[src/hdl/rpc_pkg.sv]
package rpc_pkg;

    // ---------------------------------------------------------------
    // Register map (byte addresses)
    // ---------------------------------------------------------------
    localparam logic [7:0] CTRL_OFS = 8'h00;
    localparam logic [7:0] CAUSE_OFS = 8'h04;
    localparam logic [7:0] MODE_OFS = 8'h08;
    localparam logic [7:0] STATUS_OFS = 8'h0c;

    // ---------------------------------------------------------------
    // Control register fields
    // ---------------------------------------------------------------
    localparam int CTRL_BOE_BIT = 0;
    localparam int CTRL_BOIRQ_BIT = 1;
    localparam int CTRL_RPS_BIT = 2;
    localparam int CTRL_SWRST_BIT = 3;
    localparam logic CTRL_BOE_RST = 1'b1;
    localparam logic CTRL_BOIRQ_RST = 1'b0;
    localparam logic CTRL_RPS_RST = 1'b1;

    // Mode request codes written to the mode register
    localparam logic [1:0] MODE_IDLE = 2'h1;
    localparam logic [1:0] MODE_PD = 2'h2;
    localparam logic [1:0] MODE_TPD = 2'h3;

    // Reset stretch after the last cause goes away
    localparam logic [3:0] RST_HOLD_CYC = 4'h8;
    localparam logic [15:0] VEC_NORMAL = 16'h0000;
    localparam logic [7:0] VEC_LOW_BYTE = 8'h00;
    localparam logic [2:0] SYNC_RST = 3'h1;

    // ---------------------------------------------------------------
    // Types
    // ---------------------------------------------------------------
    typedef struct packed {
        logic brk;
        logic sw;
        logic wdt;
        logic bo;
        logic por;
        logic pin;
    } rpc_cause_t;

    localparam rpc_cause_t CAUSE_POR = 6'h06;

    typedef struct packed {
        logic cpu_halt;
        logic osc_en;
        logic rc_osc_en;
        logic periph_en;
        logic aon_en;
        logic bod_en;
        logic cmp_en;
    } rpc_pwr_t;

    localparam rpc_pwr_t PWR_RST = 7'h3f;

    typedef enum logic [3:0] {
        ST_RUN = 4'h1,
        ST_IDLE = 4'h2,
        ST_PD = 4'h4,
        ST_TPD = 4'h8
    } rpc_state_t;

endpackage

[src/hdl/rpc_sync2.sv]
`timescale 1ns/1ps
module rpc_sync2 #(
    parameter int WIDTH = 3,
    parameter logic [WIDTH-1:0] RST_VAL = '0
) (
    input wire logic clk,
    input wire logic nrst,
    input wire logic [WIDTH-1:0] d,
    output logic [WIDTH-1:0] q
);
    logic [WIDTH-1:0] meta;

    // ---------------------------------------------------------------
    // Two stages; only the second stage is visible outside
    // ---------------------------------------------------------------
    always_ff @(posedge clk or negedge nrst) begin
        if (!nrst) begin
            meta <= RST_VAL;
            q <= RST_VAL;
        end else begin
            meta <= d;
            q <= meta;
        end
    end
endmodule

[src/hdl/rpc_top.sv]
// Decided for this implementation: register access over AHB-Lite and the register addresses.
`timescale 1ns/1ps
// Function
// - Brownout resets by default; interrupt mode raises a request instead.
// - Software enable bit turns brownout detection fully on or off.
// - Brownout condition follows the below-threshold level while enabled.
// - Power-up sets the power-on flag; it stays until software clears it.
// - Software selects idle, power-down or total power-down.
// - Idle halts the processor; any enabled interrupt or reset ends it.
// - Power-down stops the oscillator; reset or wake interrupt ends it.
// - Brownout, watchdog, comparators and system timer keep running in power-down.
// - RC oscillator off in power-down unless it clocks an enabled system timer.
// - Total power-down also disables brownout detector and comparators.
// - Select bit 1 makes the pin an active-low reset, 0 a plain input.
// - During power-up the pin is always reset; nothing else overrides select.
// - Pin held low during power-on keeps the device in reset.
// - Six reset causes: pin, power-on, brownout, watchdog, software, UART break.
// - Each cause has a readable flag; writing 0 clears; several may be set.
// - Power-on reset sets power-on and brownout flags, clears the others.
// - Other resets set their own flag and keep earlier uncleared flags.
// - Fetch starts at 0000H or at boot vector high byte with 00H low.
// - Boot address after UART break, boot status 1 or forced programming.
module rpc_top (
    input wire logic CLK,
    input wire logic NRST,
    input wire logic HSEL,
    input wire logic [31:0] HADDR,
    input wire logic [1:0] HTRANS,
    input wire logic HWRITE,
    input wire logic [2:0] HSIZE,
    input wire logic [31:0] HWDATA,
    input wire logic HREADY,
    output logic [31:0] HRDATA,
    output logic HREADYOUT,
    output logic HRESP,
    input wire logic RST_PIN_N,
    input wire logic BO_LOW,
    input wire logic POR_DET,
    input wire logic WDT_RST,
    input wire logic UART_BREAK,
    input wire logic IRQ_PEND,
    input wire logic WAKE_IRQ,
    input wire logic BOOT_STATUS,
    input wire logic ISP_FORCE,
    input wire logic [7:0] BOOT_VECTOR,
    input wire logic RC_IS_SYSCLK,
    input wire logic RTC_EN,
    input wire logic CMP_PD,
    output logic SYS_RST_N,
    output logic BO_IRQ,
    output logic PIN_DATA,
    output logic [15:0] RESET_VECTOR,
    output rpc_pkg::rpc_pwr_t PWR
);
    logic [2:0] sync_q;
    logic pin_s, bo_s, por_s, brownout_enable_cfg, bo_irq_mode, rps, sw_req, powering, bo_irq_pend;
    rpc_pkg::rpc_cause_t flags, set_vec;
    rpc_pkg::rpc_state_t state, next_state;
    logic [3:0] rst_cnt;
    logic [7:0] addr_q;
    logic next_rst_n, brk_seen, por_seen, isp_cap, boot_sel, pin_act, det_on, bo_cond;
    logic bo_rst, bo_irq_ev, any_act, acc, wr_q, wr_ctrl, wr_cause, wr_mode;

    // ---------------------------------------------------------------
    // Pin and analog level synchronisers
    // ---------------------------------------------------------------
    rpc_sync2 #(
        .WIDTH(3),
        .RST_VAL(rpc_pkg::SYNC_RST)
    ) u_sync (
        .clk(CLK),
        .nrst(NRST),
        .d({POR_DET, BO_LOW, RST_PIN_N}),
        .q(sync_q)
    );

    assign pin_s = sync_q[0];
    assign bo_s = sync_q[1];
    assign por_s = sync_q[2];

    // Word address decode, shared by read and write paths
    function automatic logic hit(input logic [7:0] a, input logic [7:0] ofs);
        hit = (a == ofs);
    endfunction

    // ---------------------------------------------------------------
    // AHB-Lite slave: zero wait states, always OKAY
    // ---------------------------------------------------------------
    assign HREADYOUT = 1'b1;
    assign HRESP = 1'b0;
    assign acc = HSEL && HTRANS[1] && HREADY;
    assign wr_ctrl = wr_q && hit(addr_q, rpc_pkg::CTRL_OFS);
    assign wr_cause = wr_q && hit(addr_q, rpc_pkg::CAUSE_OFS);
    assign wr_mode = wr_q && hit(addr_q, rpc_pkg::MODE_OFS);

    // Address phase capture for the following data phase
    always_ff @(posedge CLK or negedge NRST) begin
        if (!NRST) begin
            wr_q <= 1'b0;
            addr_q <= 8'h00;
        end else begin
            wr_q <= acc && HWRITE;
            addr_q <= {HADDR[7:2], 2'b00};
        end
    end

    // Read data registered at the address phase; unmapped reads zero
    always_ff @(posedge CLK or negedge NRST) begin
        if (!NRST) begin
            HRDATA <= 32'h0000_0000;
        end else if (acc && !HWRITE) begin
            HRDATA <= 32'h0000_0000;
            if (hit({HADDR[7:2], 2'b00}, rpc_pkg::CTRL_OFS)) begin
                HRDATA[2:0] <= {rps, bo_irq_mode, brownout_enable_cfg};
            end else if (hit({HADDR[7:2], 2'b00}, rpc_pkg::CAUSE_OFS)) begin
                HRDATA[5:0] <= flags;
            end else if (hit({HADDR[7:2], 2'b00}, rpc_pkg::MODE_OFS)) begin
                HRDATA[3:0] <= state;
            end else if (hit({HADDR[7:2], 2'b00}, rpc_pkg::STATUS_OFS)) begin
                HRDATA[4:0] <= {boot_sel, powering, pin_s, bo_irq_pend, bo_cond};
            end
        end
    end

    // ---------------------------------------------------------------
    // Control register; software reset is a one-cycle request
    // ---------------------------------------------------------------
    always_ff @(posedge CLK or negedge NRST) begin
        if (!NRST) begin
            brownout_enable_cfg <= rpc_pkg::CTRL_BOE_RST;
            bo_irq_mode <= rpc_pkg::CTRL_BOIRQ_RST;
            rps <= rpc_pkg::CTRL_RPS_RST;
            sw_req <= 1'b0;
        end else begin
            sw_req <= wr_ctrl && HWDATA[rpc_pkg::CTRL_SWRST_BIT];
            if (wr_ctrl) begin
                brownout_enable_cfg <= HWDATA[rpc_pkg::CTRL_BOE_BIT];
                bo_irq_mode <= HWDATA[rpc_pkg::CTRL_BOIRQ_BIT];
                rps <= HWDATA[rpc_pkg::CTRL_RPS_BIT];
            end
        end
    end

    // ---------------------------------------------------------------
    // Reset causes
    // ---------------------------------------------------------------
    // Detector is powered off in total power-down, so it cannot trip
    assign det_on = brownout_enable_cfg && (state != rpc_pkg::ST_TPD);
    assign bo_cond = det_on && bo_s;
    assign bo_rst = bo_cond && !bo_irq_mode;
    assign bo_irq_ev = bo_cond && bo_irq_mode;
    // Power-up forces the reset function whatever the select bit says
    assign pin_act = !pin_s && (powering || rps);
    assign PIN_DATA = pin_s;
    assign any_act = por_s || pin_act || bo_rst || WDT_RST || sw_req
        || UART_BREAK || powering;

    // Power-up phase ends once the detector and the pin both let go
    always_ff @(posedge CLK or negedge NRST) begin
        if (!NRST) begin
            powering <= 1'b1;
        end else if (por_s) begin
            powering <= 1'b1;
        end else if (pin_s) begin
            powering <= 1'b0;
        end
    end

    // ---------------------------------------------------------------
    // Internal reset with stretch, released on a clock edge
    // ---------------------------------------------------------------
    assign next_rst_n = !any_act && (rst_cnt == 4'h0);

    always_ff @(posedge CLK or negedge NRST) begin
        if (!NRST) begin
            rst_cnt <= rpc_pkg::RST_HOLD_CYC;
            SYS_RST_N <= 1'b0;
        end else begin
            if (any_act) begin
                rst_cnt <= rpc_pkg::RST_HOLD_CYC;
            end else if (rst_cnt != 4'h0) begin
                rst_cnt <= rst_cnt - 4'h1;
            end
            SYS_RST_N <= next_rst_n;
        end
    end

    // ---------------------------------------------------------------
    // Sticky cause flags; a set in the clearing cycle wins
    // ---------------------------------------------------------------
    always_comb begin
        set_vec = '0;
        set_vec.pin = pin_act;
        set_vec.bo = bo_rst || bo_irq_ev;
        set_vec.wdt = WDT_RST;
        set_vec.sw = sw_req;
        set_vec.brk = UART_BREAK;
    end

    always_ff @(posedge CLK or negedge NRST) begin
        if (!NRST) begin
            flags <= rpc_pkg::CAUSE_POR;
        end else if (por_s) begin
            flags <= rpc_pkg::CAUSE_POR;
        end else if (wr_cause) begin
            flags <= (flags & rpc_pkg::rpc_cause_t'(HWDATA[5:0])) | set_vec;
        end else begin
            flags <= flags | set_vec;
        end
    end

    // Brownout request holds until software clears the brownout flag
    always_ff @(posedge CLK or negedge NRST) begin
        if (!NRST) begin
            bo_irq_pend <= 1'b0;
        end else if (por_s) begin
            bo_irq_pend <= 1'b0;
        end else if (bo_irq_ev) begin
            bo_irq_pend <= 1'b1;
        end else if (wr_cause && !HWDATA[2]) begin
            bo_irq_pend <= 1'b0;
        end
    end

    assign BO_IRQ = bo_irq_pend;

    // ---------------------------------------------------------------
    // Boot vector choice, latched as the internal reset releases
    // ---------------------------------------------------------------
    assign boot_sel = brk_seen || BOOT_STATUS || (por_seen && isp_cap);

    always_ff @(posedge CLK or negedge NRST) begin
        if (!NRST) begin
            brk_seen <= 1'b0;
            por_seen <= 1'b1;
            isp_cap <= 1'b0;
            RESET_VECTOR <= rpc_pkg::VEC_NORMAL;
        end else if (next_rst_n && !SYS_RST_N) begin
            brk_seen <= 1'b0;
            por_seen <= 1'b0;
            RESET_VECTOR <= boot_sel ? {BOOT_VECTOR, rpc_pkg::VEC_LOW_BYTE}
                : rpc_pkg::VEC_NORMAL;
        end else begin
            if (UART_BREAK) begin
                brk_seen <= 1'b1;
            end
            if (por_s || powering) begin
                por_seen <= 1'b1;
                isp_cap <= ISP_FORCE; // strap caught while power comes up
            end
        end
    end

    // ---------------------------------------------------------------
    // Power mode state machine
    // ---------------------------------------------------------------
    always_comb begin
        next_state = state;
        case (state)
            rpc_pkg::ST_RUN: begin
                if (wr_mode) begin
                    case (HWDATA[1:0])
                        rpc_pkg::MODE_IDLE: next_state = rpc_pkg::ST_IDLE;
                        rpc_pkg::MODE_PD: next_state = rpc_pkg::ST_PD;
                        rpc_pkg::MODE_TPD: next_state = rpc_pkg::ST_TPD;
                        default: next_state = rpc_pkg::ST_RUN;
                    endcase
                end
            end
            rpc_pkg::ST_IDLE: begin
                if (IRQ_PEND) begin
                    next_state = rpc_pkg::ST_RUN;
                end
            end
            rpc_pkg::ST_PD, rpc_pkg::ST_TPD: begin
                if (WAKE_IRQ) begin
                    next_state = rpc_pkg::ST_RUN;
                end
            end
            default: next_state = rpc_pkg::ST_RUN;
        endcase
        if (any_act || !SYS_RST_N) begin
            next_state = rpc_pkg::ST_RUN;
        end
    end

    always_ff @(posedge CLK or negedge NRST) begin
        if (!NRST) begin
            state <= rpc_pkg::ST_RUN;
        end else begin
            state <= next_state;
        end
    end

    // Gating outputs registered so no decode glitch reaches the clocks
    always_ff @(posedge CLK or negedge NRST) begin
        if (!NRST) begin
            PWR <= rpc_pkg::PWR_RST;
        end else begin
            PWR.cpu_halt <= (state != rpc_pkg::ST_RUN);
            PWR.osc_en <= (state == rpc_pkg::ST_RUN) || (state == rpc_pkg::ST_IDLE);
            PWR.periph_en <= (state == rpc_pkg::ST_RUN)
                || (state == rpc_pkg::ST_IDLE);
            PWR.rc_osc_en <= (state == rpc_pkg::ST_RUN) || (state == rpc_pkg::ST_IDLE)
                || (RC_IS_SYSCLK && RTC_EN);
            PWR.aon_en <= 1'b1;
            PWR.bod_en <= det_on;
            PWR.cmp_en <= !CMP_PD && (state != rpc_pkg::ST_TPD);
        end
    end
endmodule

[config.mk]
export PLATFORM = sky130hd
export DESIGN_NAME = rpc_top
export DESIGN_NICKNAME = d
export VERILOG_FILES = /design/src/hdl/rpc_pkg.sv /design/src/hdl/rpc_sync2.sv /design/src/hdl/rpc_top.sv
export SDC_FILE = /design/constraint.sdc
export NUM_CORES = 1
export LEC_CHECK = 0
export BUFFER_PORTS_ARGS = -buffer_cell sky130_fd_sc_hd__buf_2
export CAP_MARGIN = 20
export CORE_ASPECT_RATIO = 0.6
export CORE_MARGIN = 3
export CORE_UTILIZATION = 44
export DETAILED_ROUTE_END_ITERATION = 8
export MAX_ROUTING_LAYER = met4
export PLACE_DENSITY_LB_ADDON = 0.25
export SLEW_MARGIN = 10
export SYNTH_ARGS = -nofsm -noshare
export SYNTH_HDL_FRONTEND = slang
export SYNTH_SLANG_ARGS = --single-unit
[constraint.sdc]
create_clock -name CLK -period 2.42 [get_ports CLK]
set_input_delay 0.363 -clock CLK [delete_from_list [all_inputs] [get_ports CLK]]
set_output_delay 0.363 -clock CLK [all_outputs]
set_load 0.02 [all_outputs]
* Word level (Yosys, flattened, before mapping) *
Index checks and enable logic that the tools add are counted.

storage, ports and cells
  flip-flop bits (word level) = 64
  latch bits = 0
  bits in writable memories = 0
  memory bits (read-only) = 0
  input bits = 94
  output and inout port bits = 60
  memories kept = 0

cells by class
  add/sub/neg operators = 1
  $mul = 0
  div/mod/pow operators = 0
  order comparisons = 0
  equality and inequality tests = 17
  shift-type cells = 0
  muxes and demuxes = 27
  bitwise logic cells = 4
  reductions and logical operators = 52

operator list
  operator                                             count
  2-to-1 mux 4 bit                                     7
  case mux 4 bit (3 select lines)                      2
  logical AND 1 bit                                    19
  equality test 6 x 2 -> 1 bit, second input constant  3
  2-to-1 mux 16 bit                                    1
  logical OR 1 bit                                     14
  equality test 6 x 1 -> 1 bit, second input constant  2
  2-to-1 mux 6 bit                                     2
  OR 6 bit                                             2
  2-to-1 mux 1 bit                                     11
  2-to-1 mux 5 bit                                     2
  != test 3 bit, second input constant                 3
  logical NOT 8 bit                                    1
  nonzero test 2 bit                                   4
  logical NOT 1 bit                                    7
  bitwise AND 6 bit                                    1
  logical NOT 6 bit                                    1
  2-to-1 mux 3 bit                                     2
  equality test 2 bit, second input constant           2
  equality test 4 x 1 -> 1 bit, second input constant  1
  equality test 4 x 2 -> 1 bit, second input constant  1
  equality test 4 x 3 -> 1 bit, second input constant  1
  equality test 4 bit, second input constant           1
  logical NOT 4 bit                                    1
  10 further kinds                                     10

* Longest topological paths before layout *
  word-level depth = 14
  mapped depth = 6
  gate-level depth less buffers = 5

* By module *
A second synthesis with hierarchy kept.

second synthesis, totals
  cells, all modules = 241
  area total of the unflattened synthesis = 2,666.3 um^2

by module, submodules not included
  module     times used  cells an instance  area each (um^2)  sequential area each (um^2)
  rpc_top    1           235                2,513.7           1,266.2
  rpc_sync2  1           6                  152.6             152.6

* Worst setup path before layout *
No wires, ideal clock.

  path kind = reg2reg
  start = register rst_cnt[0]
  end = register RESET_VECTOR[10]
  setup time = 0.079 ns
  arrival = 1.658 ns
  path slack = 0.683 ns
  cell stages (with the launch flop) = 7
  path buffers = 1
  cells stage by stage = dfrtp_1 > inv_1 > ha_1 > or3b_2 > nor4_1 > buf_4 > mux2i_1

between the ends
  longest elaborated chain between the ends = 3

ends and longest elaborated chain
  what                    RTL line        source
  from (decl)             rpc_top.sv:59   logic [3:0] rst_cnt;
  from (signal assigned)  rpc_top.sv:176  rst_cnt <= rpc_pkg::RST_HOLD_CYC;
  from (signal assigned)  rpc_top.sv:180  rst_cnt <= rpc_pkg::RST_HOLD_CYC;
  from (signal assigned)  rpc_top.sv:182  rst_cnt <= rst_cnt - 4'h1;
  logical NOT 4 bit       rpc_top.sv:172  assign next_rst_n = !any_act && (rst_cnt == 4'h0);
  logical AND 1 bit       rpc_top.sv:172
  logical AND 1 bit       rpc_top.sv:238  end else if (next_rst_n && !SYS_RST_N) begin
  to (signal assigned)    rpc_top.sv:237  RESET_VECTOR <= rpc_pkg::VEC_NORMAL;
  to (signal assigned)    rpc_top.sv:241  RESET_VECTOR <= boot_sel ? {BOOT_VECTOR, rpc_pkg::VEC_LOW_BYTE}
  to (decl)               rpc_top.sv:52   output logic [15:0] RESET_VECTOR,

No other way between the ends.
A chain may end at the register's enable or synchronous reset.

* Final worst setup path *
  start = register rst_cnt[0]
  end = register RESET_VECTOR[12]

The elaborated chain is that of the path after synthesis.

==> report_table.html <==
<table>
<tr><th>Metric</th><th>Value</th></tr>
<tr><th colspan="2">Synth</th></tr>
<tr><td>Leading post-synthesis cells by cell area</td><td>sky130_fd_sc_hd__dfrtp_1 (39%), sky130_fd_sc_hd__dfstp_2 (14%), sky130_fd_sc_hd__buf_4 (11%), sky130_fd_sc_hd__mux2i_1 (3.0%), sky130_fd_sc_hd__inv_1 (2.5%)</td></tr>
<tr><td>Cell with the most instances after synthesis</td><td>sky130_fd_sc_hd__dfrtp_1</td></tr>
<tr><td>Yosys top cell by area</td><td>sky130_fd_sc_hd__dfrtp_1</td></tr>
<tr><td>Share of synthesized area occupied by flip-flops and latches</td><td>0.529</td></tr>
<tr><td>Share of async-settable or async-resettable flops after synthesis</td><td>1.00</td></tr>
<tr><td>Mean instance size in the synthesized netlist</td><td>11.2 sq um</td></tr>
<tr><td>Syn Std Cell Area</td><td>2680 sq um</td></tr>
<tr><td>Top cells by instance count after synthesis</td><td>sky130_fd_sc_hd__dfrtp_1 (42), sky130_fd_sc_hd__buf_4 (39), sky130_fd_sc_hd__inv_1 (18)</td></tr>
<tr><td>Primary FF master, synth</td><td>sky130_fd_sc_hd__dfrtp_1</td></tr>
<tr><td>Area share of the largest cell type after synthesis</td><td>0.392</td></tr>
<tr><td>Flop and latch count out of synthesis</td><td>56</td></tr>
<tr><td>Mapped Cells</td><td>240</td></tr>
<tr><td>Number of synthesized flops with an enable pin</td><td>0</td></tr>
<tr><td>Number of unique standard cell types used by synthesis</td><td>47</td></tr>
<tr><td>Ys Warns</td><td>0</td></tr>
<tr><th colspan="2">Worst setup path</th></tr>
<tr><td>Worst r2r src</td><td>rst_cnt[0]</td></tr>
<tr><td>Startpoint type of the worst setup path</td><td>register</td></tr>
<tr><td>Endpoint required time on the critical path</td><td>2660 ps</td></tr>
<tr><td>Arrival time at the worst endpoint</td><td>2110 ps</td></tr>
<tr><td>Kind of end point of the critical path</td><td>register</td></tr>
<tr><td>Classification of the worst setup path</td><td>register to register</td></tr>
<tr><td>Maximum fanout count along the critical path</td><td>10</td></tr>
<tr><td>Setup crit start</td><td>rst_cnt[0]</td></tr>
<tr><th colspan="2">STA</th></tr>
<tr><td>Maximum operating frequency</td><td>533 MHz</td></tr>
<tr><td>Endpoints failing setup</td><td>0</td></tr>
<tr><td>Relative slew margins</td><td>0.546</td></tr>
<tr><td>RSZ-0062 raised after global routing</td><td>false</td></tr>
<tr><td>Fin Clk Skew</td><td>5.94 ps</td></tr>
<tr><td>Time the final worst path needs with I/O delays and setup</td><td>1880 ps</td></tr>
<tr><td>Number of pins exceeding their max-slew limit in the final report</td><td>0</td></tr>
<tr><td>Hold Fails Final Rpt</td><td>0</td></tr>
<tr><td>Worst Tran Pin Value</td><td>681 ps</td></tr>
<tr><td>Period Utilization, post-route</td><td>0.775</td></tr>
<tr><td>Final sum of negative setup slack</td><td>0 ps</td></tr>
<tr><td>Worst hold slack across all endpoints</td><td>148 ps</td></tr>
<tr><th colspan="2">Floorplanning</th></tr>
<tr><td>Area of the core</td><td>5730 sq um</td></tr>
<tr><td>DIE AREA</td><td>7100 sq um</td></tr>
<tr><td>Die boundary height</td><td>66.5 um</td></tr>
<tr><td>Effective utilization at floorplan</td><td>0.468</td></tr>
<tr><td>Io pins</td><td>154</td></tr>
<tr><td>Horizontal die dimension</td><td>107 um</td></tr>
<tr><td>Row Count</td><td>21</td></tr>
<tr><th colspan="2">Placement</th></tr>
<tr><td>Weighted congestion reported at the end of routability-driven placement</td><td>0.856</td></tr>
<tr><td>Standard cell area after detailed placement</td><td>2920 sq um</td></tr>
<tr><td>Estimated wirelength of the detail-placed design</td><td>4010 um</td></tr>
<tr><td>Count of buffers from port buffering</td><td>60</td></tr>
<tr><td>Instance count after placement with tap cells included</td><td>372</td></tr>
<tr><th colspan="2">Clock network</th></tr>
<tr><td>Post-CTS setup buffer count</td><td>0</td></tr>
<tr><td>CTS hold repair buffers</td><td>0</td></tr>
<tr><td>Clock buffers created by TritonCTS</td><td>5</td></tr>
<tr><td>Number of H-tree levels</td><td>2</td></tr>
<tr><td>Count of cells resized by post-cts repair</td><td>0</td></tr>
<tr><td>Clock Root Buffer</td><td>sky130_fd_sc_hd__clkbuf_8</td></tr>
<tr><td>Clock latency on the worst-skew pair</td><td>310 ps</td></tr>
<tr><td>TritonCTS clock tree</td><td>done</td></tr>
<tr><td>Largest buffer count on any clock path</td><td>2</td></tr>
<tr><td>Number of sinks handled by clock tree synthesis</td><td>56</td></tr>
<tr><td>Post-CTS clock slew at the launch and capture registers of the worst setup and hold paths</td><td>90 ps</td></tr>
<tr><th colspan="2">Global route</th></tr>
<tr><td>First-pass GRT wire length</td><td>8530 um</td></tr>
<tr><td>Global-route track usage on met2</td><td>0.204</td></tr>
<tr><td>Global Route met3 Usage</td><td>0.0407</td></tr>
<tr><td>Antenna violations before repair</td><td>0</td></tr>
<tr><td>Pin count of the biggest net entering global routing</td><td>57</td></tr>
<tr><td>Vias in the first global route</td><td>1,675</td></tr>
<tr><td>Total grt overflow</td><td>0</td></tr>
<tr><td>Overall Global Routing Usage</td><td>0.163</td></tr>
<tr><td>Global-route layer with the greatest usage</td><td>met1</td></tr>
<tr><td>Met1 Track Usage GR</td><td>0.251</td></tr>
<tr><th colspan="2">Outcome</th></tr>
<tr><td>Outcome</td><td>finished, final reports clean</td></tr>
<tr><th colspan="2">Drt</th></tr>
<tr><td>Starting DRT DRC Count</td><td>79</td></tr>
<tr><td>Detailed Route WL</td><td>5200 um</td></tr>
<tr><td>Remaining DRCs</td><td>0</td></tr>
<tr><td>DR vias</td><td>1,730</td></tr>
<tr><td>Number of search-and-repair iterations in the first detailed-routing pass</td><td>4</td></tr>
<tr><td>Per-cell routed wire length</td><td>13.7 um</td></tr>
<tr><td>Vias/cell</td><td>4.55</td></tr>
<tr><td>ANT nets after route</td><td>0</td></tr>
<tr><th colspan="2">Hold path</th></tr>
<tr><td>Hold Startpoint</td><td>RST_PIN_N</td></tr>
<tr><td>Type of the most critical hold path</td><td>primary input to register</td></tr>
<tr><th colspan="2">Final layout</th></tr>
<tr><td>Post-route non-filler standard cell count</td><td>380</td></tr>
<tr><td>Area growth, synth to finish</td><td>12.1%</td></tr>
<tr><td>Final net count</td><td>395</td></tr>
<tr><td>ANT cells</td><td>0</td></tr>
<tr><td>Final std cell area, no fill</td><td>3010 sq um</td></tr>
<tr><td>Fill cells</td><td>556</td></tr>
<tr><td>Layout cell share with drive strength beyond 1</td><td>0.327</td></tr>
<tr><td>Share of the core filled with cells in the final layout</td><td>0.525</td></tr>
<tr><th colspan="2">Flow run</th></tr>
<tr><td>Number of violations of the max-capacitance limit</td><td>0</td></tr>
<tr><th colspan="2">Power and ir drop</th></tr>
<tr><td>P per Cell Area</td><td>563 nW/um^2</td></tr>
<tr><td>Leak pwr</td><td>1.47 nW</td></tr>
<tr><td>Maximum resistive drop on vdd</td><td>0.000250 V</td></tr>
</table>
per-stage QoR:
stage / total power, mW / setup WS, ps
after global placement: 1.19 / 567
after CTS: 1.72 / 524
after floorplan: 1.16 / 683
final: 1.69 / 545
after detailed placement: 1.19 / 535
after global routing: 1.77 / 321
registers in the layout, indices dropped and copies added, names as in the netlist, 3 cells and up:
register / count
RESET_VECTOR: 8
HRDATA: 6
addr_q: 6
flags: 6
PWR: 5
rst_cnt: 4
state: 4
u_sync.meta: 3
u_sync.q: 3
logic make-up (layout without fill, tap and decap cells):
kind of cell,count (synthesis),in the layout,synth area share
flip-flops,56,56,0.529
XOR/XNOR,4,4,0.0131
multiplexers,16,16,0.0719
AO/OA/AOI/OAI,34,34,0.0863
buffers and inverters,63,88,0.144
adder cells (fa/ha/maj),2,2,0.00933
AND/OR/NAND/NOR,63,63,0.144
other,2,37,0.00280
area by class of cell:
cell class                      instances  area [sq um]  area share
Clock buffer                            8          90.1      0.0300
Inverter                               18          67.6      0.0225
Multi-Input combinational cell        156          1010       0.337
Sequential cell                        56          1420       0.472
Tap cell                               80           100      0.0333
Timing Repair Buffer                   62           315       0.105
critical path, cell delays in order, from the launching register on:
cell and delay, ps:
sky130_fd_sc_hd__dfrtp_1 390, sky130_fd_sc_hd__inv_1 110, sky130_fd_sc_hd__ha_1 200, sky130_fd_sc_hd__or3b_2 520, sky130_fd_sc_hd__nor4_2 150, sky130_fd_sc_hd__buf_4 250, sky130_fd_sc_hd__mux2i_1 200
power breakdown:
| group | leakage (nW) | internal, mW | switching [mW] | total (mW) |
|---|---|---|---|---|
| combinational | 0.768 | 0.0572 | 0.128 | 0.185 |
| clock | 0.0455 | 0.234 | 0.285 | 0.520 |
| sequential | 0.658 | 0.969 | 0.0184 | 0.988 |
cells in the final DEF, fill, tap and decap left out, drive strengths merged, types with 4 or more instances in the layout:
cell | synthesis | layout
nand3 | 4 | 4
conb | 2 | 37
mux2i | 8 | 8
nor3 | 5 | 5
clkbuf | 4 | 8
buf | 41 | 62
inv | 18 | 18
mux2 | 6 | 6
dfstp | 14 | 14
xnor2 | 4 | 4
a21oi | 6 | 6
dfrtp | 42 | 42
nor2 | 12 | 12
o21ai | 12 | 12
nand2 | 14 | 14
layer usage:
layer | part of all wire | wire length, um
met4 | 0.011 | 59
met3 | 0.067 | 347
met2 | 0.40 | 2090
met5 | 0 | 0
met1 | 0.52 | 2710
final timing paths:
check | endpoint | slack (ps) | depth (start not counted)
setup / recovery | RESET_VECTOR[12] | 540 | 6
hold / removal | u_sync.meta[0] | 150 | 1
setup reg to reg | RESET_VECTOR[12] | 540 | 6
hold reg to reg | u_sync.q[2] | 360 | 0
max in group asynchronous | HRDATA[5] | 1800 | 2
min in group asynchronous | addr_q[2] | 170 | 2
(Power assumes the default switching activity.)
